$ cat config.mk
export PLATFORM = sky130hd
export DESIGN_NAME = lhe_exception_handler
export DESIGN_NICKNAME = d
export VERILOG_FILES = /design/src/lhe_pkg.sv /design/src/lhe_exception_handler.sv
export SDC_FILE = /design/constraint.sdc
export NUM_CORES = 1
export LEC_CHECK = 0
export BUFFER_PORTS_ARGS = -buffer_cell sky130_fd_sc_hd__buf_2
export CORE_ASPECT_RATIO = 0.9
export CORE_MARGIN = 3
export CORE_UTILIZATION = 25
export DETAILED_ROUTE_END_ITERATION = 7
export PLACE_DENSITY = 0.51
export SKIP_LAST_GASP = 1
export SLEW_MARGIN = 20
export SYNTH_ARGS = -nofsm -noshare
export SYNTH_HDL_FRONTEND = slang
export SYNTH_SLANG_ARGS = --single-unit
$ cat constraint.sdc
create_clock -name clk_sys_i -period 4.7 [get_ports clk_sys_i]
set_input_delay 0.94 -clock clk_sys_i [delete_from_list [all_inputs] [get_ports clk_sys_i]]
set_output_delay 0.94 -clock clk_sys_i [all_outputs]
set_load 0.05 [all_outputs]
$ cat src/lhe_pkg.sv
/*
  Constants, field layouts and frame carriers shared by the link-layer
  exception handler.
  Assumes a single clock domain and one register slave per instance.
*/
package lhe_pkg;

  // ==========================================================
  // Register map (byte addresses)
  localparam logic [3:0] LHE_REG_CTRL = 4'h0;
  localparam logic [3:0] LHE_REG_STAT = 4'h4;
  localparam logic [3:0] LHE_REG_CMD = 4'h8;

  // ==========================================================
  // Control register fields and reset value
  localparam int LHE_CTRL_MOD128 = 0;
  localparam int LHE_CTRL_LINKED = 1;
  localparam int LHE_CTRL_BUSY = 2;
  localparam int LHE_CTRL_K_LSB = 8;
  localparam logic [31:0] LHE_CTRL_RESET = 32'h0000_0700;

  // ==========================================================
  // Command register fields
  localparam int LHE_CMD_ISENT = 0;
  localparam int LHE_CMD_FRCLR = 1;

  // ==========================================================
  // Sequence masks and reason field lengths in octets
  localparam logic [6:0] LHE_MASK8 = 7'h07;
  localparam logic [6:0] LHE_MASK128 = 7'h7F;
  localparam logic [2:0] LHE_FRLEN8 = 3'h3;
  localparam logic [2:0] LHE_FRLEN128 = 3'h5;

  // ==========================================================
  // Unnumbered codes, poll/final bit masked out
  localparam logic [7:0] LHE_U_PF_MASK = 8'hEF;
  localparam logic [7:0] LHE_U_SABM = 8'h6F;
  localparam logic [7:0] LHE_U_DISC = 8'h43;
  localparam logic [7:0] LHE_U_FRMR = 8'h87;
  localparam logic [7:0] LHE_U_UA = 8'h63;
  localparam logic [7:0] LHE_U_DM = 8'h0F;

  // Supervisory function bits
  localparam logic [1:0] LHE_S_RR = 2'h0;
  localparam logic [1:0] LHE_S_RNR = 2'h1;
  localparam logic [1:0] LHE_S_REJ = 2'h2;

  // ==========================================================
  // Carriers
  typedef struct packed {
    logic [15:0] ctrl;
    logic is_resp;
    logic has_info;
    logic info_long;
    logic len_bad;
  } lhe_rx_frame_s;

  typedef struct packed {
    logic [15:0] ctrl;
    logic is_cmd;
    logic [39:0] info;
    logic [2:0] info_len;
  } lhe_tx_frame_s;

endpackage

$ cat src/lhe_exception_handler.sv
/*
  Exception handling for a balanced link: disconnected-mode answers,
  frame reject detection and reason field, busy signalling, sequence
  error, reject and time-out recovery.
  Assumes valid, error-free frames arrive already decoded on the same
  clock; framing, FCS, addressing and timers sit in other blocks.
*/
// What this block does
// - Disconnected: unusable mode command gets DM, no info
// - Disconnected: polled non-SABM command gets DM F=1
// - Undefined control, long info, bad N(R) reject
// - Bad length, stray F, UA/DM, bad N(S) reject
// - N(R) valid between oldest unacked and V(S)/x
// - N(S) invalid at last N(R)+k equal V(R)
// - Reason field 3 or 5 octets after control
// - Length or forbidden info sets W and X
// - Stray F, UA/DM, bad N(S) set W
// - Busy sends RNR, I frames may continue
// - Busy end shown by RR, REJ, UA
// - Modulo 8 reason field bit layout
// - Modulo 8 bits 9, 21-24 zero
// - Modulo 128 reason field bit layout
// - Modulo 128 unnumbered control in bits 1-8
// - C/R is one for rejected responses
// - Y long info, Z bad N(R), X needs W
// - Out-of-sequence info discarded, V(R) holds
// - Sequence-error frames still give N(R), P/F
// - One sent reject at a time, cleared on arrival
// - Received REJ restarts sending from its N(R)
// - Time-out with unacked frames starts recovery
// - Reject condition refuses I/S except P bit and bad N(R)
module lhe_exception_handler
  import lhe_pkg::*;
(
  input wire logic clk_sys_i,
  input wire logic sys_rst_i,
  input wire logic [3:0] avs_address_i,
  input wire logic avs_read_i,
  input wire logic avs_write_i,
  input wire logic [31:0] avs_writedata_i,
  output logic [31:0] avs_readdata_o,
  output logic avs_waitrequest_o,
  input wire logic rx_valid_i,
  input wire lhe_rx_frame_s rx_frame_i,
  input wire logic t1_expire_i,
  output logic tx_valid_o,
  input wire logic tx_ready_i,
  output lhe_tx_frame_s tx_frame_o,
  output logic rx_accept_o,
  output logic resend_o,
  output logic [6:0] resend_ns_o
);

  // ==========================================================
  // Register slave
  logic wait_q;
  logic [31:0] rdata_q;
  logic [31:0] ctrl_q;
  logic [6:0] vs_q, va_q, vr_q, x_q, last_nr_q;
  logic trec_q, frmr_q, rej_sent_q, busy_rep_q, peer_busy_q, p_out_q;
  logic [31:0] stat_w, rd_mux;
  logic wr_take, cmd_isent, cmd_frclr;

  assign wr_take = avs_write_i & ~wait_q;
  assign cmd_isent = wr_take & (avs_address_i == LHE_REG_CMD) &
                     avs_writedata_i[LHE_CMD_ISENT];
  assign cmd_frclr = wr_take & (avs_address_i == LHE_REG_CMD) &
                     avs_writedata_i[LHE_CMD_FRCLR];
  assign stat_w = {3'h0, peer_busy_q, busy_rep_q, trec_q, rej_sent_q,
                   frmr_q, 1'b0, va_q, 1'b0, vr_q, 1'b0, vs_q};
  assign rd_mux = (avs_address_i == LHE_REG_CTRL) ? ctrl_q :
                  (avs_address_i == LHE_REG_STAT) ? stat_w : 32'h0000_0000;

  always_ff @(posedge clk_sys_i) begin
    if (sys_rst_i) begin
      wait_q <= 1'b1;
      rdata_q <= 32'h0000_0000;
    end else if ((avs_read_i | avs_write_i) & wait_q) begin
      wait_q <= 1'b0;
      rdata_q <= avs_read_i ? rd_mux : 32'h0000_0000;
    end else begin
      wait_q <= 1'b1;
    end
  end

  always_ff @(posedge clk_sys_i) begin
    if (sys_rst_i) begin
      ctrl_q <= LHE_CTRL_RESET;
    end else if (wr_take & (avs_address_i == LHE_REG_CTRL)) begin
      ctrl_q <= avs_writedata_i;
    end
  end

  assign avs_waitrequest_o = wait_q;
  assign avs_readdata_o = rdata_q;

  // ==========================================================
  // Received frame decode
  logic m128, linked, busy;
  logic [6:0] mask, k, ns, nr, top, ns_lim;
  logic [15:0] c;
  logic [7:0] ucode;
  logic is_i, is_s, is_u, pf, resp, cmd;
  logic u_sabm, u_disc, u_ua, u_dm, u_frmr, undef;

  assign m128 = ctrl_q[LHE_CTRL_MOD128];
  assign linked = ctrl_q[LHE_CTRL_LINKED];
  assign busy = ctrl_q[LHE_CTRL_BUSY];
  assign k = ctrl_q[LHE_CTRL_K_LSB +: 7];
  assign mask = m128 ? LHE_MASK128 : LHE_MASK8;
  assign c = rx_frame_i.ctrl;
  assign resp = rx_frame_i.is_resp;
  assign cmd = ~rx_frame_i.is_resp;
  assign is_i = ~c[0];
  assign is_s = (c[1:0] == 2'h1);
  assign is_u = (c[1:0] == 2'h3);
  assign ucode = c[7:0] & LHE_U_PF_MASK;
  assign pf = (m128 & ~is_u) ? c[8] : c[4];
  assign ns = m128 ? c[7:1] : {4'h0, c[3:1]};
  assign nr = m128 ? c[15:9] : {4'h0, c[7:5]};
  assign u_sabm = is_u & (ucode == LHE_U_SABM);
  assign u_disc = is_u & (ucode == LHE_U_DISC);
  assign u_ua = is_u & (ucode == LHE_U_UA);
  assign u_dm = is_u & (ucode == LHE_U_DM);
  assign u_frmr = is_u & (ucode == LHE_U_FRMR);
  assign undef = (is_s & ((c[3:2] == 2'h3) | (m128 & (|c[7:4])))) |
                 (is_u & ~(u_sabm | u_disc | u_ua | u_dm | u_frmr));

  // ==========================================================
  // Frame reject checks
  logic nr_ok, ns_bad, info_bad, too_long, f_bad, unexp, rej_new;
  logic c_w, c_x, c_y, c_z;

  assign top = trec_q ? x_q : vs_q;
  assign nr_ok = ((nr - va_q) & mask) <= ((top - va_q) & mask);
  assign ns_lim = (last_nr_q + k) & mask;
  assign ns_bad = is_i & (ns == ns_lim) & (ns == vr_q);
  assign info_bad = (rx_frame_i.has_info & (is_s | (is_u & ~u_frmr))) |
                    (rx_frame_i.len_bad & ~is_i);
  assign too_long = is_i & rx_frame_i.info_long;
  assign f_bad = is_s & resp & pf & ~trec_q & ~p_out_q;
  assign unexp = resp & (u_ua | u_dm);
  assign c_z = (is_i | is_s) & ~nr_ok & ~undef;
  assign c_y = too_long & ~undef;
  assign c_x = info_bad & ~undef;
  assign c_w = undef | c_x | f_bad | unexp | ns_bad;
  assign rej_new = rx_valid_i & linked & ~frmr_q &
                   (c_w | c_y | c_z);

  // Reason field; bit n of the field is info[n-1]
  logic [39:0] r_info;
  logic [15:0] r_ctl;
  assign r_ctl = (is_u | ~m128) ? {8'h00, c[7:0]} : c;
  assign r_info = m128 ?
    {4'h0, c_z, c_y, c_x, c_w, vr_q, resp, vs_q, 1'b0, r_ctl} :
    {16'h0000, 4'h0, c_z, c_y, c_x, c_w, vr_q[2:0], resp,
     vs_q[2:0], 1'b0, r_ctl[7:0]};

  // ==========================================================
  // Normal frame handling
  logic go, in_seq, seq_err, rej_rx, trec_end, poll, sabm_ok, dm_req;
  logic timeout, isent_ok, nr_use, fr_again;

  assign go = rx_valid_i & linked & ~frmr_q & ~rej_new & (is_i | is_s);
  assign in_seq = go & is_i & (ns == vr_q) & ~busy;
  assign seq_err = go & is_i & (ns != vr_q);
  assign nr_use = go;
  assign rej_rx = go & is_s & (c[3:2] == LHE_S_REJ) & ~trec_q;
  assign trec_end = go & is_s & resp & pf & trec_q;
  assign poll = go & cmd & pf;
  // Reject condition: I and S frames only looked at for the P bit and a bad N(R)
  assign fr_again = rx_valid_i & linked & frmr_q & (is_i | is_s) &
                    ((cmd & pf) | ~nr_ok);
  assign sabm_ok = rx_valid_i & linked & cmd & u_sabm;
  // Link set-up is elsewhere, so a mode command here cannot be acted on
  assign dm_req = rx_valid_i & ~linked & cmd &
                  (u_sabm | u_disc | pf);
  assign timeout = t1_expire_i & linked & ((vs_q != va_q) | trec_q);
  assign isent_ok = cmd_isent & ~trec_q &
                    (((vs_q - va_q) & mask) < k);

  // ==========================================================
  // Transmit selection
  logic pend_ua_q, pend_dm_q, pend_fr_q, pend_s_q, pend_enq_q, pend_f_q;
  logic rej_need_q;
  logic free, issue, sel_ua, sel_dm, sel_fr, sel_s, sel_enq;
  logic [1:0] stype;
  logic [7:0] ubase;
  logic [15:0] s_ctl, u_ctl;
  logic s_pf, fr_ret;
  logic [39:0] frmr_info_q;

  assign free = ~tx_valid_o | tx_ready_i;
  assign sel_ua = pend_ua_q;
  assign sel_dm = ~pend_ua_q & pend_dm_q;
  assign sel_fr = ~pend_ua_q & ~pend_dm_q & pend_fr_q;
  assign sel_s = ~pend_ua_q & ~pend_dm_q & ~pend_fr_q & pend_s_q;
  assign sel_enq = ~pend_ua_q & ~pend_dm_q & ~pend_fr_q & ~pend_s_q &
                   pend_enq_q;
  assign issue = free & (sel_ua | sel_dm | sel_fr | sel_s | sel_enq);
  assign stype = busy ? LHE_S_RNR :
                 (rej_need_q & ~rej_sent_q) ? LHE_S_REJ : LHE_S_RR;
  assign s_pf = sel_enq | pend_f_q;
  assign s_ctl = m128 ? {vr_q, s_pf, 4'h0, stype, 2'h1} :
                 {8'h00, vr_q[2:0], s_pf, stype, 2'h1};
  assign ubase = sel_ua ? LHE_U_UA : sel_dm ? LHE_U_DM : LHE_U_FRMR;
  assign u_ctl = {8'h00, ubase[7:5], pend_f_q, ubase[3:0]};
  assign fr_ret = issue & sel_fr;

  always_ff @(posedge clk_sys_i) begin
    if (sys_rst_i) begin
      tx_valid_o <= 1'b0;
      tx_frame_o <= '0;
    end else if (issue) begin
      tx_valid_o <= 1'b1;
      tx_frame_o.ctrl <= (sel_s | sel_enq) ? s_ctl : u_ctl;
      tx_frame_o.is_cmd <= sel_enq;
      // DM and UA never carry information
      tx_frame_o.info <= sel_fr ? frmr_info_q : 40'h00_0000_0000;
      tx_frame_o.info_len <= ~sel_fr ? 3'h0 :
                             m128 ? LHE_FRLEN128 : LHE_FRLEN8;
    end else if (tx_ready_i) begin
      tx_valid_o <= 1'b0;
    end
  end

  // ==========================================================
  // Pending answers; a new event beats the clear of its flag, except a busy change
  logic busy_chg;
  assign busy_chg = linked & (busy != busy_rep_q);

  always_ff @(posedge clk_sys_i) begin
    if (sys_rst_i) begin
      pend_ua_q <= 1'b0;
      pend_dm_q <= 1'b0;
      pend_fr_q <= 1'b0;
      pend_s_q <= 1'b0;
      pend_enq_q <= 1'b0;
      pend_f_q <= 1'b0;
    end else begin
      pend_ua_q <= (pend_ua_q & ~(issue & sel_ua)) | sabm_ok;
      pend_dm_q <= (pend_dm_q & ~(issue & sel_dm)) | dm_req;
      pend_fr_q <= (pend_fr_q & ~fr_ret & ~sabm_ok) | rej_new |
                   fr_again;
      pend_s_q <= (pend_s_q & ~(issue & sel_s)) | in_seq | seq_err |
                  poll | (busy_chg & ~(issue & sel_s));
      pend_enq_q <= (pend_enq_q & ~(issue & sel_enq)) | timeout;
      pend_f_q <= (pend_f_q & ~(issue & ~sel_enq)) |
                  (rx_valid_i & cmd & pf & ~is_u) | poll |
                  ((sabm_ok | dm_req) & pf);
    end
  end

  // ==========================================================
  // Reject, busy and poll conditions
  logic s_out;
  assign s_out = issue & sel_s;

  always_ff @(posedge clk_sys_i) begin
    if (sys_rst_i | ((sabm_ok | cmd_frclr) & ~rej_new)) begin
      frmr_q <= 1'b0;
      frmr_info_q <= 40'h00_0000_0000;
    end else if (rej_new) begin
      frmr_q <= 1'b1;
      frmr_info_q <= r_info;
    end
  end

  always_ff @(posedge clk_sys_i) begin
    if (sys_rst_i | sabm_ok) begin
      rej_sent_q <= 1'b0;
      rej_need_q <= 1'b0;
    end else begin
      rej_need_q <= (rej_need_q & ~in_seq) | (seq_err & ~rej_sent_q);
      rej_sent_q <= (rej_sent_q & ~in_seq) |
                    (s_out & (stype == LHE_S_REJ));
    end
  end

  always_ff @(posedge clk_sys_i) begin
    if (sys_rst_i) begin
      busy_rep_q <= 1'b0;
      peer_busy_q <= 1'b0;
      p_out_q <= 1'b0;
    end else begin
      if (issue & (sel_ua | ((sel_s | sel_enq) & ~busy))) begin
        busy_rep_q <= 1'b0;
      end else if ((sel_s | sel_enq) & issue & busy) begin
        busy_rep_q <= 1'b1;
      end
      if (go & is_s) begin
        peer_busy_q <= (c[3:2] == LHE_S_RNR);
      end
      p_out_q <= (p_out_q & ~(go & resp & pf)) | (issue & sel_enq);
    end
  end

  // ==========================================================
  // Sequence state variables
  always_ff @(posedge clk_sys_i) begin
    if (sys_rst_i | sabm_ok) begin
      vs_q <= 7'h00;
      va_q <= 7'h00;
      vr_q <= 7'h00;
      x_q <= 7'h00;
      trec_q <= 1'b0;
      last_nr_q <= 7'h00;
    end else begin
      if (nr_use & nr_ok) begin
        va_q <= nr;
      end
      if (rej_rx & nr_ok) begin
        vs_q <= nr;
      end else if (trec_end & nr_ok) begin
        vs_q <= nr;
        trec_q <= 1'b0;
      end else if (timeout & ~trec_q) begin
        x_q <= vs_q;
        trec_q <= 1'b1;
      end else if (isent_ok) begin
        vs_q <= (vs_q + 7'h01) & mask;
      end
      if (in_seq) begin
        vr_q <= (vr_q + 7'h01) & mask;
      end
      if (s_out | isent_ok) begin
        last_nr_q <= vr_q;
      end
    end
  end

  always_ff @(posedge clk_sys_i) begin
    if (sys_rst_i) begin
      rx_accept_o <= 1'b0;
      resend_o <= 1'b0;
      resend_ns_o <= 7'h00;
    end else begin
      rx_accept_o <= in_seq;
      resend_o <= (rej_rx | trec_end) & nr_ok;
      if ((rej_rx | trec_end) & nr_ok) begin
        resend_ns_o <= nr;
      end
    end
  end
endmodule

Yosys cells after proc, flatten, opt, wreduce, memory -nomap -nowiden

Index checks and enable logic that the tools add are counted.

Output and inout bits: 103
Word-level logic and storage cells: 288
Register bits: 223
Input bits: 63

Equal/unequal tests: 19
Bitwise operators: 194
Muxes and demuxes: 28
Order comparisons: 2
Reductions and logical operators: 9
$add $sub $neg: 6

Operators with widths:

| kind                                           | count |
|---|---|
| AND 1 bit                                      | 105 |
| two-way mux 32 bit                             | 2 |
| two-way mux 7 bit                              | 8 |
| bitwise OR 1 bit                               | 50 |
| two-way mux 16 bit                             | 3 |
| AND 7 bit                                      | 6 |
| two-way mux 40 bit                             | 1 |
| two-way mux 36 bit                             | 1 |
| inverter 1 bit                                 | 33 |
| two-way mux 29 bit                             | 1 |
| == test 7 x 6 -> 1 bit (second input constant) | 3 |
| subtractor 7 bit                               | 3 |
| two-way mux 8 bit                              | 2 |
| adder 7 x 1 -> 7 bit (second input constant)   | 2 |
| == test 7 bit                                  | 2 |
| != test 7 bit                                  | 2 |
| == test 2 bit (second input constant)          | 4 |
| adder 7 bit                                    | 1 |
| == test 7 x 4 -> 1 bit (second input constant) | 1 |
| == test 7 bit (second input constant)          | 1 |
| less-or-equal comparator 7 bit                 | 1 |
| less-than comparator 7 bit                     | 1 |
| two-way mux 1 bit                              | 6 |
| two-way mux 3 bit                              | 2 |
| other kinds (13)                               | 17 |

Depth between registers and ports, before layout

Gate-level depths: netlist of run 1.

Depth after elaboration: 28
Mapped depth: 24
Depth with buffers taken out: 20

Worst setup path after synthesis of run 1

OpenSTA, ideal clock, no wires.

Path type: input -> register
Start point: input port rx_frame_i[9] in the netlist's numbering
End point: register vs_q[1]
Path buffers: 1
Required time: 4614 ps
Path slack: 24 ps
Data arrival time: 4591 ps
Library setup time: 86 ps
Stages: 21
Cells stage by stage: buf_1 inv_1 o21ai_0 inv_1 ha_1 inv_1 fa_1 a21o_1 a21oi_1 o21bai_1 a21oi_1 xnor2_1 and2_1 ha_1 nand2_1 nor2_1 a211oi_1 a21oi_1 o31ai_1 nand2_1 a211oi_1

Longest elaborated chain between the ends: 28
Elaborated cells between the ends (all ways): 68
Those cells by class: add/sub (1); order compare (1); eq/ne (8); mux (4); bitwise (51); reduce/logical (3)

Ends and longest elaborated chain:

| item                                                                      | RTL line                                                                                 | text |
|---|---|---|
| from (decl)                                                               | lhe_exception_handler.sv:44                                                              | `input wire lhe_rx_frame_s rx_frame_i,` |
| == test 7 x 6 -> 1 bit, on equally long branches                          | lhe_exception_handler.sv:121, lhe_exception_handler.sv:122                               |  |
| AND 1 bit, on equally long branches                                       | lhe_exception_handler.sv:121, lhe_exception_handler.sv:122                               |  |
| bitwise OR 1 bit (4 in series)                                            | lhe_exception_handler.sv:127                                                             | `(is_u & ~(u_sabm \| u_disc \| u_ua \| u_dm \| u_frmr));` |
| inverter 1 bit                                                            | lhe_exception_handler.sv:127                                                             |  |
| AND 1 bit                                                                 | lhe_exception_handler.sv:127                                                             |  |
| bitwise OR 1 bit                                                          | lhe_exception_handler.sv:126                                                             | `assign undef = (is_s & ((c[3:2] == 2'h3) \| (m128 & (\|c[7:4])))) \|` |
| inverter 1 bit                                                            | lhe_exception_handler.sv:143, lhe_exception_handler.sv:144, lhe_exception_handler.sv:145 |  |
| AND 1 bit                                                                 | lhe_exception_handler.sv:145                                                             | `assign c_x = info_bad & ~undef;` |
| (+6 left out)                                                             | -                                                                                        |  |
| AND 1 bit                                                                 | lhe_exception_handler.sv:147                                                             | `assign rej_new = rx_valid_i & linked & ~frmr_q &` |
| inverter 1 bit                                                            | lhe_exception_handler.sv:164                                                             | `assign go = rx_valid_i & linked & ~frmr_q & ~rej_new & (is_i \| is_s);` |
| AND 1 bit (2 in series)                                                   | lhe_exception_handler.sv:164                                                             |  |
| AND 1 bit                                                                 | lhe_exception_handler.sv:168, lhe_exception_handler.sv:169                               |  |
| AND 1 bit (3 in series)                                                   | lhe_exception_handler.sv:169                                                             | `assign trec_end = go & is_s & resp & pf & trec_q;` |
| AND 1 bit                                                                 | lhe_exception_handler.sv:314                                                             | `end else if (trec_end & nr_ok) begin` |
| != test 3 bit (no line), or another cell as far along                     | -                                                                                        |  |
| AND reduction 2 bit (no line) / two-way mux 7 bit (equally long branches) | -                                                                                        |  |
| to (signal assigned)                                                      | lhe_exception_handler.sv:313                                                             | `vs_q <= nr;` |
| to (signal assigned)                                                      | lhe_exception_handler.sv:315                                                             | `vs_q <= nr;` |
| to (signal assigned)                                                      | lhe_exception_handler.sv:321                                                             | `vs_q <= (vs_q + 7'h01) & mask;` |
| to (decl)                                                                 | lhe_exception_handler.sv:59                                                              | `logic [6:0] vs_q, va_q, vr_q, x_q, last_nr_q;` |

Parallel ways exist; a longest one is shown, timed or not.
A chain may end at the register's enable or synchronous reset.

Final worst setup path of run 1

Start point: register trec_q
End point: register vr_q[2]

Longest elaborated chain between the ends: 15
Elaborated cells between the ends (all ways): 22
Those cells by class: add/sub (1); order compare (1); mux (1); bitwise (19)

Ends and longest elaborated chain:

| item                                                                      | RTL line                                                   | text |
|---|---|---|
| from (decl)                                                               | lhe_exception_handler.sv:60                                | `logic trec_q, frmr_q, rej_sent_q, busy_rep_q, peer_busy_q, p_out_q;` |
| from (signal assigned)                                                    | lhe_exception_handler.sv:306                               | `trec_q <= 1'b0;` |
| from (signal assigned)                                                    | lhe_exception_handler.sv:316                               | `trec_q <= 1'b0;` |
| from (signal assigned)                                                    | lhe_exception_handler.sv:319                               | `trec_q <= 1'b1;` |
| two-way mux 7 bit / inverter 1 bit (equally long branches)                | lhe_exception_handler.sv:134, lhe_exception_handler.sv:141 |  |
| subtractor 7 bit / AND 1 bit (equally long branches)                      | lhe_exception_handler.sv:135, lhe_exception_handler.sv:141 |  |
| AND 7 bit / AND 1 bit (equally long branches)                             | lhe_exception_handler.sv:135, lhe_exception_handler.sv:141 |  |
| less-or-equal comparator 7 bit / bitwise OR 1 bit (equally long branches) | lhe_exception_handler.sv:135, lhe_exception_handler.sv:146 |  |
| inverter 1 bit / bitwise OR 1 bit (equally long branches)                 | lhe_exception_handler.sv:143, lhe_exception_handler.sv:146 |  |
| AND 1 bit / bitwise OR 1 bit (equally long branches)                      | lhe_exception_handler.sv:143, lhe_exception_handler.sv:146 |  |
| AND 1 bit / bitwise OR 1 bit (equally long branches)                      | lhe_exception_handler.sv:143, lhe_exception_handler.sv:148 |  |
| bitwise OR 1 bit (*)                                                      | lhe_exception_handler.sv:148                               | `(c_w \| c_y \| c_z);` |
| AND 1 bit (*)                                                             | lhe_exception_handler.sv:147                               |  |
| inverter 1 bit (*)                                                        | lhe_exception_handler.sv:164                               |  |
| AND 1 bit (*) (2 in series)                                               | lhe_exception_handler.sv:164                               |  |
| AND 1 bit (*) (3 in series)                                               | lhe_exception_handler.sv:165                               | `assign in_seq = go & is_i & (ns == vr_q) & ~busy;` |
| to (signal assigned)                                                      | lhe_exception_handler.sv:324                               | `vr_q <= (vr_q + 7'h01) & mask;` |
| to (decl)                                                                 | lhe_exception_handler.sv:59                                |  |

Every way passes the cells marked *; elsewhere a longest branch is shown, timed or not.

==> impl_metrics.csv, run 1 <==
group,metric,value,unit
power_and_ir_drop,power.leakage,5.38,nW
sta,setup_violations,0,
cts,htree_levels,1,
grt,grt_max_degree,69,
place,pre_cts_slack,-32.8,ps
drt,first_pass_iters,5,
synthesis,synth-edff-count,0,
sta,fin_crit,4230,ps
synthesis,synth_area,0.0107,sq mm
power_and_ir_drop,power,4.13,mW
cts,post-cts-setup-buffers,0,
cts,cts-root-buf,"clkbuf_16",
worst_setup_path,cp-start-kind,"register",
synthesis,synth_cells,1284,
cts,cts_hold_buf,0,
drt,drtIter0Drc,710,
power_and_ir_drop,p_int,3.12,mW
synthesis,synth-seq-cells,215,
floorplanning,initial_core_util,25.4,%
worst_setup_path,path_class,"reg -> reg",
sta,max_freq,236,MHz
floorplanning,rows,71,
cts,cts_sinks,215,
power_and_ir_drop,seqPwrFrac,44.5,%
cts,clock_tree.buffer_depth,3,
power_and_ir_drop,pwr-share-clk,49.3,%
drt,wl_per_cell,18.7,um
cts,clk_pin_slew,70,ps
worst_setup_path,end_kind,"register",
power_and_ir_drop,p_comb_share,6.2,%
sta,period_share,90.1,%
sta,final-hold-violation-count,0,
synthesis,async_reset_ff_share,0,%
final_layout,multi_input_area,0.00578,sq mm
cts,clock_latency,540,ps
power_and_ir_drop,swShare,24.4,%
drt,routed_via_density,4.89,
floorplanning,core-area,0.0419,sq mm
place,io_buffers,161,
floorplanning,dieArea,0.0452,sq mm
sta,worst_pin_slew,1000,ps
worst_setup_path,ff2ff_setup_slack,470,ps
power_and_ir_drop,power_density,317,mW/mm^2
grt,grt_antenna_before_repair,5,
synthesis,ys_warn_count,0,
final_layout,area_growth,22.2,%
grt,grt-ovfl-total,0,
synthesis,ys_seq_area_share,40.4,%
run_status,outcome,"finished, final reports clean",
cts,post_cts_resized,0,
cts,numCtsBuffers,24,
grt,grt_usage,16.0,%
final_layout,nets,1526,
worst_setup_path,cp_max_fo,17,
final_layout,final-seq-area,0.00431,sq mm
drt,wl,37.1,mm
floorplanning,io_pins,166,
place,gp_congestion,0.858,
power_and_ir_drop,switchingPower,1.01,mW
floorplanning,die_w,224,um
sta,rsz0062_at_grt,"false",
job,cap_violations,0,
final_layout,fill_cells,4470,
worst_hold_path,hp-class,"reg -> reg",
place,dp_hpwl,26.7,mm
worst_setup_path,required,5180,ps
cts,cts_tree,"built",
drt,drc_errors,0,
synthesis,synth_flop_cell,"dfxtp_1",
worst_hold_path,hold_start,"tx_frame_o[52]",
sta,worst_slack,466,ps
floorplanning,die_h,202,um
grt,grt_pass1_vias,9333,
final_layout,drive_above_1_share,20.9,%
worst_setup_path,startpoint,"trec_q",
synthesis,synth.distinct_cells,69,
drt,ant_nets,0,
final_layout,n_antenna_cell,0,
drt,dr_total_vias,9701,
grt,grt_first_pass_wirelength,57.2,mm
worst_setup_path,worstPathArrival,4710,ps
worst_setup_path,r2r_start,"trec_q",
final_layout,utilization,31.1,%
sta,timing.slew.headroom,32.9,%
synthesis,syn_area_per_cell,8.31,sq um
sta,final_max_slew_viol_count,0,
sta,skew,23.1,ps
power_and_ir_drop,peakVddDrop,213,uV
[power by group through the flow]
stage                     logic (mW)  clock network (mW)  registers, mW
after CTS                      0.257                2.10           1.83
after global placement         0.256                   0           1.88
after global routing           0.280                2.17           1.83
final                          0.257                2.04           1.83
after detailed placement       0.256                   0           1.88
after floorplan                0.142                   0           1.89
[layout by cell type, fill, tap and decap left out, drive strengths merged, types with 24 or more instances in the layout]
cell type	count
mux2	24
dfxtp	215
o21ai	51
mux2i	46
nand2	178
inv	38
nand3	39
ha	40
buf	217
a21oi	96
a22oi	70
nor2	121
clkbuf	28
[path summary, 6_finish.rpt]
check | end | depth (start not counted)
setup / recovery | vr_q[2] | 18
hold / removal | tx_frame_o[52] | 2
setup reg to reg | vr_q[2] | 18
hold reg to reg | tx_frame_o[52] | 2
[Yosys cell counts (5+ instances only)]
cell type / count / share of area (%)
a31oi_1: 5 / 0.29
or2_2: 6 / 0.35
xor2_1: 12 / 0.99
inv_1: 38 / 1.3
nor3_1: 20 / 0.94
nor2_1: 121 / 4.3
and3_1: 10 / 0.59
buf_2: 6 / 0.28
nand4_1: 7 / 0.41
nor2b_1: 10 / 0.59
mux2_2: 24 / 2.5
o21ai_0: 48 / 2.3
nand2_1: 178 / 6.3
o21a_1: 6 / 0.42
xnor2_1: 22 / 1.8
o21bai_1: 6 / 0.42
a22oi_1: 70 / 4.9
nand3_1: 39 / 1.8
a21o_1: 16 / 1.1
o31ai_1: 7 / 0.49
clkbuf_1: 92 / 3.2
a21boi_0: 5 / 0.35
dfxtp_1: 215 / 40
nand2b_1: 22 / 1.3
a211oi_1: 9 / 0.63
nor3b_1: 7 / 0.49
a211o_1: 10 / 0.82
and2_1: 13 / 0.76
a21oi_1: 96 / 4.5
ha_1: 40 / 4.7
buf_4: 5 / 0.35
mux2i_1: 46 / 4.3
[stage by stage]
step	hold slack (ps)	cells	cell area [sq um]	TNS, ps
global placement	441	1940	12200	0
finish	452	1984	13000	0
CTS	455	1984	13000	0
global route	479	1984	13000	0
detailed placement	446	1940	12200	-80.0
floorplan	432	1287	10700	0
[state kept, by name, indices dropped and copies added, names as in the netlist, 7 cells and up]
register,flops
x_q,7
frmr_info_q,36
ctrl_q,32
tx_frame_o,56
vs_q,7
va_q,7
last_nr_q,7
resend_ns_o,7
vr_q,7
avs_readdata_o,32
[routing by layer]
layer / up-vias / share of wire, % / global-route usage (%)
li1: 4747 / - / -
met2: 353 / 40 / 23.0
met4: 10 / 2.5 / 3.81
met3: 65 / 8.5 / 4.88
met1: 4526 / 49 / 23.3
met5: - / 0.12 / 0
[area by class of cell]
type	instances	area share, %
tap	547	5.25
clock buffer	28	4.95
clock inverter	16	1.60
sequential	215	33.0
timing repair buffer	217	9.72
multi-input combinational	923	44.3
inverter	38	1.09
[worst max-delay path, stage by stage (launching register included)]
cell and delay [ps]:
dfxtp_1 360, buf_4 270, o21ai_0 240, fa_1 460
a21o_1 200, a21oi_1 230, o21bai_1 90, a21oi_1 170
xnor2_1 140, nand2_1 90, ha_1 350, nand4_1 140
buf_4 160, nor2_1 140, a211o_1 190, buf_4 140
nand4_1 190, or4_1 460, a21oi_1 140
[logic make-up after synthesis]
kind of cell / after synthesis / share of synthesized area, %
AO/OA/AOI/OAI: 316 / 19.3
XOR/XNOR: 35 / 3.00
adder cells (fa/ha/maj): 44 / 5.44
buffers and inverters: 149 / 5.77
flip-flops: 215 / 40.4
multiplexers: 70 / 6.85
other: 1 / 0.0352
AND/OR/NAND/NOR: 454 / 19.3
Note: power is estimated with default switching activity, not from simulation.
==> run 2, diff against run 1 <==
--- a/config.mk
+++ b/config.mk
@@ -10,6 +10,7 @@
 export CORE_MARGIN = 3
 export CORE_UTILIZATION = 25
 export DETAILED_ROUTE_END_ITERATION = 7
+export MAX_ROUTING_LAYER = met4
 export PLACE_DENSITY = 0.51
 export SKIP_LAST_GASP = 1
 export SLEW_MARGIN = 20
==> run 2 against run 1 <==
Compared with the run above:
- sequential cell count unchanged
- clock-buffer cell count up 5
- via count increased by 0.61%
==> impl_metrics.csv, run 2 (synthesized netlist as in run 1, its figures left out) <==
group,metric,value,unit
final_layout,utilization,30.9,%
final_layout,largest_reg_flops,56,
grt,grt_max_degree,74,
cts,htree_levels,1,
grt,grt_usage,16.2,%
floorplanning,initial_core_util,25.4,%
worst_setup_path,cp-start-kind,"input port",
job,cap_violations,0,
place,gp_congestion,0.866,
sta,timing.slew.headroom,30.6,%
grt,grt_pass1_vias,9394,
final_layout,top_regs,"tx_frame_o (56), frmr_info_q (36)",
worst_setup_path,cp_num_buf_inv,3,
final_layout,fill_cells,4493,
grt,grt-ovfl-total,0,
worst_setup_path,crit_chain,"buf_2 > inv_1 > o21ai_0 > ha_1 > a21o_1 > a21oi_1 > o21bai_1 > a21oi_1 > xnor2_1 > and2_1 > ha_1 > nand2_1 > nor2_1 > a211oi_1 > a211o_1 > and3_1 > buf_4 > a21oi_1 > a311oi_1",
floorplanning,rows,71,
worst_setup_path,ff2ff_setup_slack,490,ps
drt,first_pass_iters,5,
place,place_area,0.0121,sq mm
drt,wl,36.8,mm
floorplanning,die_h,202,um
cts,cts_tree,"built",
sta,worst_pin_slew,1040,ps
drt,drtIter0Drc,700,
cts,clock_tree.buffer_depth,3,
worst_setup_path,cp_slowest_cell,"o21ai_0",
floorplanning,io_pins,166,
floorplanning,core-area,0.0419,sq mm
worst_setup_path,worstPathArrival,4750,ps
final_layout,area_growth,21.4,%
drt,drc_errors,0,
power_and_ir_drop,power_density,313,mW/mm^2
final_layout,top_register,"tx_frame_o",
sta,skew,26.0,ps
cts,cts-root-buf,"clkbuf_16",
floorplanning,dieArea,0.0452,sq mm
sta,timing.hold.ws,451,ps
cts,cts_hold_buf,0,
sta,setup_violations,0,
final_layout,layout_commonest_cell,"dfxtp_1",
sta,final-hold-violation-count,0,
final_layout,drive_above_1_share,20.5,%
sta,fin_crit,4300,ps
final_layout,design_area,0.0129,sq mm
worst_setup_path,required,5150,ps
grt,grt_first_pass_wirelength,56.4,mm
drt,routed_via_density,4.91,
sta,max_freq,232,MHz
sta,period_share,91.5,%
worst_setup_path,cp_max_fo,16,
final_layout,nets,1525,
power_and_ir_drop,peakVddDrop,243,uV
drt,dr_total_vias,9760,
cts,post_cts_resized,0,
place,io_buffers,161,
run_status,outcome,"finished, final reports clean",
worst_hold_path,hp-class,"reg -> reg",
sta,final_max_slew_viol_count,0,
drt,ant_nets,0,
cts,clk_pin_slew,60,ps
power_and_ir_drop,power.leakage,5.35,nW
cts,numCtsBuffers,25,
drt,wl_per_cell,18.5,um
worst_setup_path,crit_family,"compound AO/OA/AOI/OAI gates",
sta,rsz0062_at_grt,"false",
worst_setup_path,cp_common_cell,"a21oi_1",
cts,clock_latency,550,ps
cts,post-cts-setup-buffers,0,
place,dp_hpwl,26.7,mm
cts,cts_sinks,215,
worst_setup_path,crit_path_max_incr_delay,440,ps
grt,grt_antenna_before_repair,8,
floorplanning,die_w,224,um
worst_setup_path,path_class,"in -> reg",
final_layout,layout_common_cells,"dfxtp_1, nand2_1, buf_2",
worst_setup_path,end_kind,"register",
run 2: cell types whose count changed in the layout (fill, tap and decap cells not counted), sizes merged:
cell / change
inv: +3
clkinvlp: -4
clkbuf: +5
bufinv: -2
clkinv: -4
buf: -2
diode: +6
run 2: final timing paths:
kind / end / depth (start not counted) / from
worst max-delay path: va_q[0] / 19 / rx_frame_i[11]
worst min-delay path: tx_frame_o[52] / 2 / tx_frame_o[52]
worst max register to register: va_q[0] / 19 / trec_q
worst min register to register: tx_frame_o[52] / 2 / tx_frame_o[52]
run 2: area by class of cell:
type                            instances  area, sq um  area share (%)
Multi-Input combinational cell        923         5780            44.7
Sequential cell                       215         4310            33.3
Timing Repair Buffer                  215         1210            9.38
Clock buffer                           33          696            5.38
Tap cell                              547          684            5.29
Inverter                               38          143            1.10
Clock inverter                          9          106           0.822
Antenna cell                            6         15.0           0.116
run 2: worst reg2reg max path, cell delays in order, from the launching register on:
cell	delay, ps
dfxtp_1	350
mux2i_1	300
ha_1	200
inv_1	60
fa_1	430
a21o_1	180
a21oi_1	210
o21bai_1	90
a21oi_1	180
xnor2_1	140
nand2_1	80
ha_1	350
nand2_1	80
nor2_1	40
a211oi_1	250
a211o_1	290
and3_1	260
buf_4	250
a21oi_1	100
a311oi_1	260
run 2: per-layer routing:
layer	up-vias	share of wire (%)	track usage [%]
met4	0	2.3	3.56
met5	-	0	-
li1	4749	-	-
met3	55	8.3	4.49
met1	4606	49	23.6
met2	350	40	22.2
run 2: report_power, final:
group | internal [mW] | leakage, nW | switching [mW]
registers | 1.83 | 1.73 | 0.00532
clock network | 1.15 | 0.399 | 0.815
logic | 0.0794 | 3.22 | 0.179
run 2: metrics by stage:
stage                     total power [mW]  cells  setup TNS, ps  setup slack, ps
final                                 4.05   1986              0              398
after global routing                  4.19   1986              0              224
after CTS                             4.11   1980              0              490
after detailed placement              2.13   1938          -1070            -78.9
after global placement                2.13   1938              0             26.9
after floorplan                       2.03   1287              0             23.6
==> run 3, diff against run 2 <==
--- a/config.mk
+++ b/config.mk
@@ -8,10 +8,11 @@
 export BUFFER_PORTS_ARGS = -buffer_cell sky130_fd_sc_hd__buf_2
 export CORE_ASPECT_RATIO = 0.9
 export CORE_MARGIN = 3
-export CORE_UTILIZATION = 25
+export CORE_UTILIZATION = 50
 export DETAILED_ROUTE_END_ITERATION = 7
 export MAX_ROUTING_LAYER = met4
-export PLACE_DENSITY = 0.51
+export PLACE_DENSITY = 0.82
+export SETUP_SLACK_MARGIN = 0.4
 export SKIP_LAST_GASP = 1
 export SLEW_MARGIN = 20
 export SYNTH_ARGS = -nofsm -noshare
==> run 3 against run 2 <==
Compared with the run above:
- worst hold slack got worse by 3.5 ps
- cell count fell by 14%
- register-to-register slack improved by 50 ps
- combinational power barely moved
- highest routed layer unchanged
==> impl_metrics.csv, run 3 (synthesized netlist as in run 1, its figures left out) <==
group,metric,value,unit
drt,first_pass_iters,5,
worst_hold_path,hp-class,"reg -> reg",
final_layout,largest_reg_flops,56,
sta,skew,12.5,ps
worst_setup_path,worstPathArrival,4540,ps
sta,final_max_slew_viol_count,0,
cts,cts_hold_buf,0,
floorplanning,core-area,0.0209,sq mm
final_layout,nets,1513,
power_and_ir_drop,swShare,23.8,%
sta,final-hold-violation-count,0,
cts,clock_latency,510,ps
run_status,outcome,"finished, final reports clean",
drt,routed_via_density,5.82,
grt,grt_antenna_before_repair,2,
worst_setup_path,required,5070,ps
sta,timing.slew.headroom,30.7,%
job,cap_violations,0,
final_layout,fill_cells,1830,
drt,dr_total_vias,9949,
sta,timing.hold.ws,448,ps
cts,clock_tree.buffer_depth,3,
worst_setup_path,cp_max_fo,5,
drt,wl_per_cell,18.5,um
floorplanning,io_pins,166,
sta,worst_pin_slew,1040,ps
sta,fin_crit,4170,ps
floorplanning,die_h,145,um
final_layout,top_register,"tx_frame_o",
drt,drtIter0Drc,1153,
grt,grt_usage,26.7,%
final_layout,layout_common_cells,"dfxtp_1, nand2_1, buf_2",
final_layout,drive_above_1_share,21.4,%
cts,numCtsBuffers,22,
place,dp_hpwl,21.8,mm
floorplanning,dieArea,0.0231,sq mm
cts,clk_pin_slew,60,ps
cts,cts_sinks,215,
power_and_ir_drop,p_comb_share,6.6,%
drt,ant_nets,0,
grt,grt_pass1_vias,9128,
grt,grt_first_pass_wirelength,49.0,mm
cts,htree_levels,1,
power_and_ir_drop,switchingPower,0.927,mW
worst_setup_path,ff2ff_setup_slack,540,ps
floorplanning,rows,50,
power_and_ir_drop,power.leakage,5.29,nW
worst_setup_path,cp-start-kind,"input port",
sta,period_share,88.7,%
place,gp_congestion,0.948,
power_and_ir_drop,power_density,308,mW/mm^2
place,io_buffers,161,
grt,grt_max_degree,60,
sta,setup_violations,0,
floorplanning,die_w,160,um
final_layout,top_regs,"tx_frame_o (56), frmr_info_q (36)",
drt,drc_errors,0,
cts,cts_tree,"built",
cts,cts-root-buf,"clkbuf_16",
sta,tns,0,ps
drt,wl,31.6,mm
power_and_ir_drop,p_int,2.97,mW
floorplanning,initial_core_util,51.0,%
power_and_ir_drop,seqPwrFrac,47.1,%
final_layout,layout_commonest_cell,"dfxtp_1",
grt,grt-ovfl-total,0,
power_and_ir_drop,pwr-share-clk,46.3,%
final_layout,area_growth,18.4,%
sta,rsz0062_at_grt,"false",
worst_setup_path,path_class,"in -> reg",
power_and_ir_drop,peakVddDrop,227,uV
sta,max_freq,240,MHz
worst_setup_path,end_kind,"register",
## run 3: cell types whose count changed in the layout (fill, tap and decap cells not counted), moves of 3 or more
cell     delta
diode_2     -4
o21ai_0     -5
buf_4      -16
a21oi_2     +4
inv_6       -3
a21oi_1     -4
o21ai_1     +5
## run 3: routing by layer
| layer | track usage, % | wire [um] | up-vias |
|---|---|---|---|
| met3 | 6.27 | 3380 | 81 |
| met1 | 35.9 | 13700 | 4648 |
| li1 | - | - | 4713 |
| met4 | 8.22 | 998 | 0 |
| met5 | - | 0 | - |
| met2 | 40.2 | 13500 | 507 |
## run 3: path summary, 6_finish.rpt
path,from,to,cells past startpoint
min reg2reg,tx_frame_o[56],tx_frame_o[56],2
max,rx_frame_i[9],vr_q[2],24
max reg2reg,trec_q,vr_q[2],21
min,tx_frame_o[56],tx_frame_o[56],2
## run 3: worst max-delay path, cell delays in order
cell,delay (ps)
buf_2,140
inv_2,80
o21ai_1,80
inv_1,90
ha_1,140
inv_1,60
fa_2,350
a21o_1,170
a21oi_2,150
o21bai_1,90
a21oi_1,220
xnor2_1,150
and2_4,170
ha_4,200
nand2_1,60
nor2_1,50
a211oi_2,250
a211o_4,190
clkbuf_2,150
nand4_1,140
buf_4,200
buf_4,140
o31ai_2,230
a21oi_2,90
## run 3: cell type report
type,count,area [sq um],area share (%)
repair buffers,205,1160,9.19
clock buffers,30,632,5.00
multi-input cells,924,5910,46.8
well taps,286,358,2.83
inverters,38,143,1.13
flip-flops and latches,215,4310,34.1
clock inverters,10,113,0.892
diodes,2,5.00,0.0396
## run 3: through the flow
step	std cells	util [%]	instance area, sq um	setup slack [ps]	power [mW]
floorplan	1287	-	10700	410	2.04
global placement	1659	56.1	11700	80.8	2.11
detailed placement	1659	56.1	11700	-7.95	2.11
CTS	1699	59.7	12500	430	3.88
global route	1710	60.4	12600	332	3.99
finish	1710	60.4	12600	531	3.89
## run 3: what timing repair did
item | 4_1_cts | 5_1_grt
buffers inserted | 0 | 7
gates cloned | 0 | 2
setup endpoints to repair | 1 | 69
pin swaps | 0 | 6
gates resized for setup | 1 | 24
## run 3: power by group through the flow
stage / sequential (mW) / clock (mW) / combinational (mW)
after floorplan: 1.89 / 0 / 0.144
after detailed placement: 1.88 / 0 / 0.238
after global routing: 1.84 / 1.88 / 0.276
after global placement: 1.88 / 0 / 0.236
after CTS: 1.83 / 1.81 / 0.239
final: 1.83 / 1.80 / 0.258
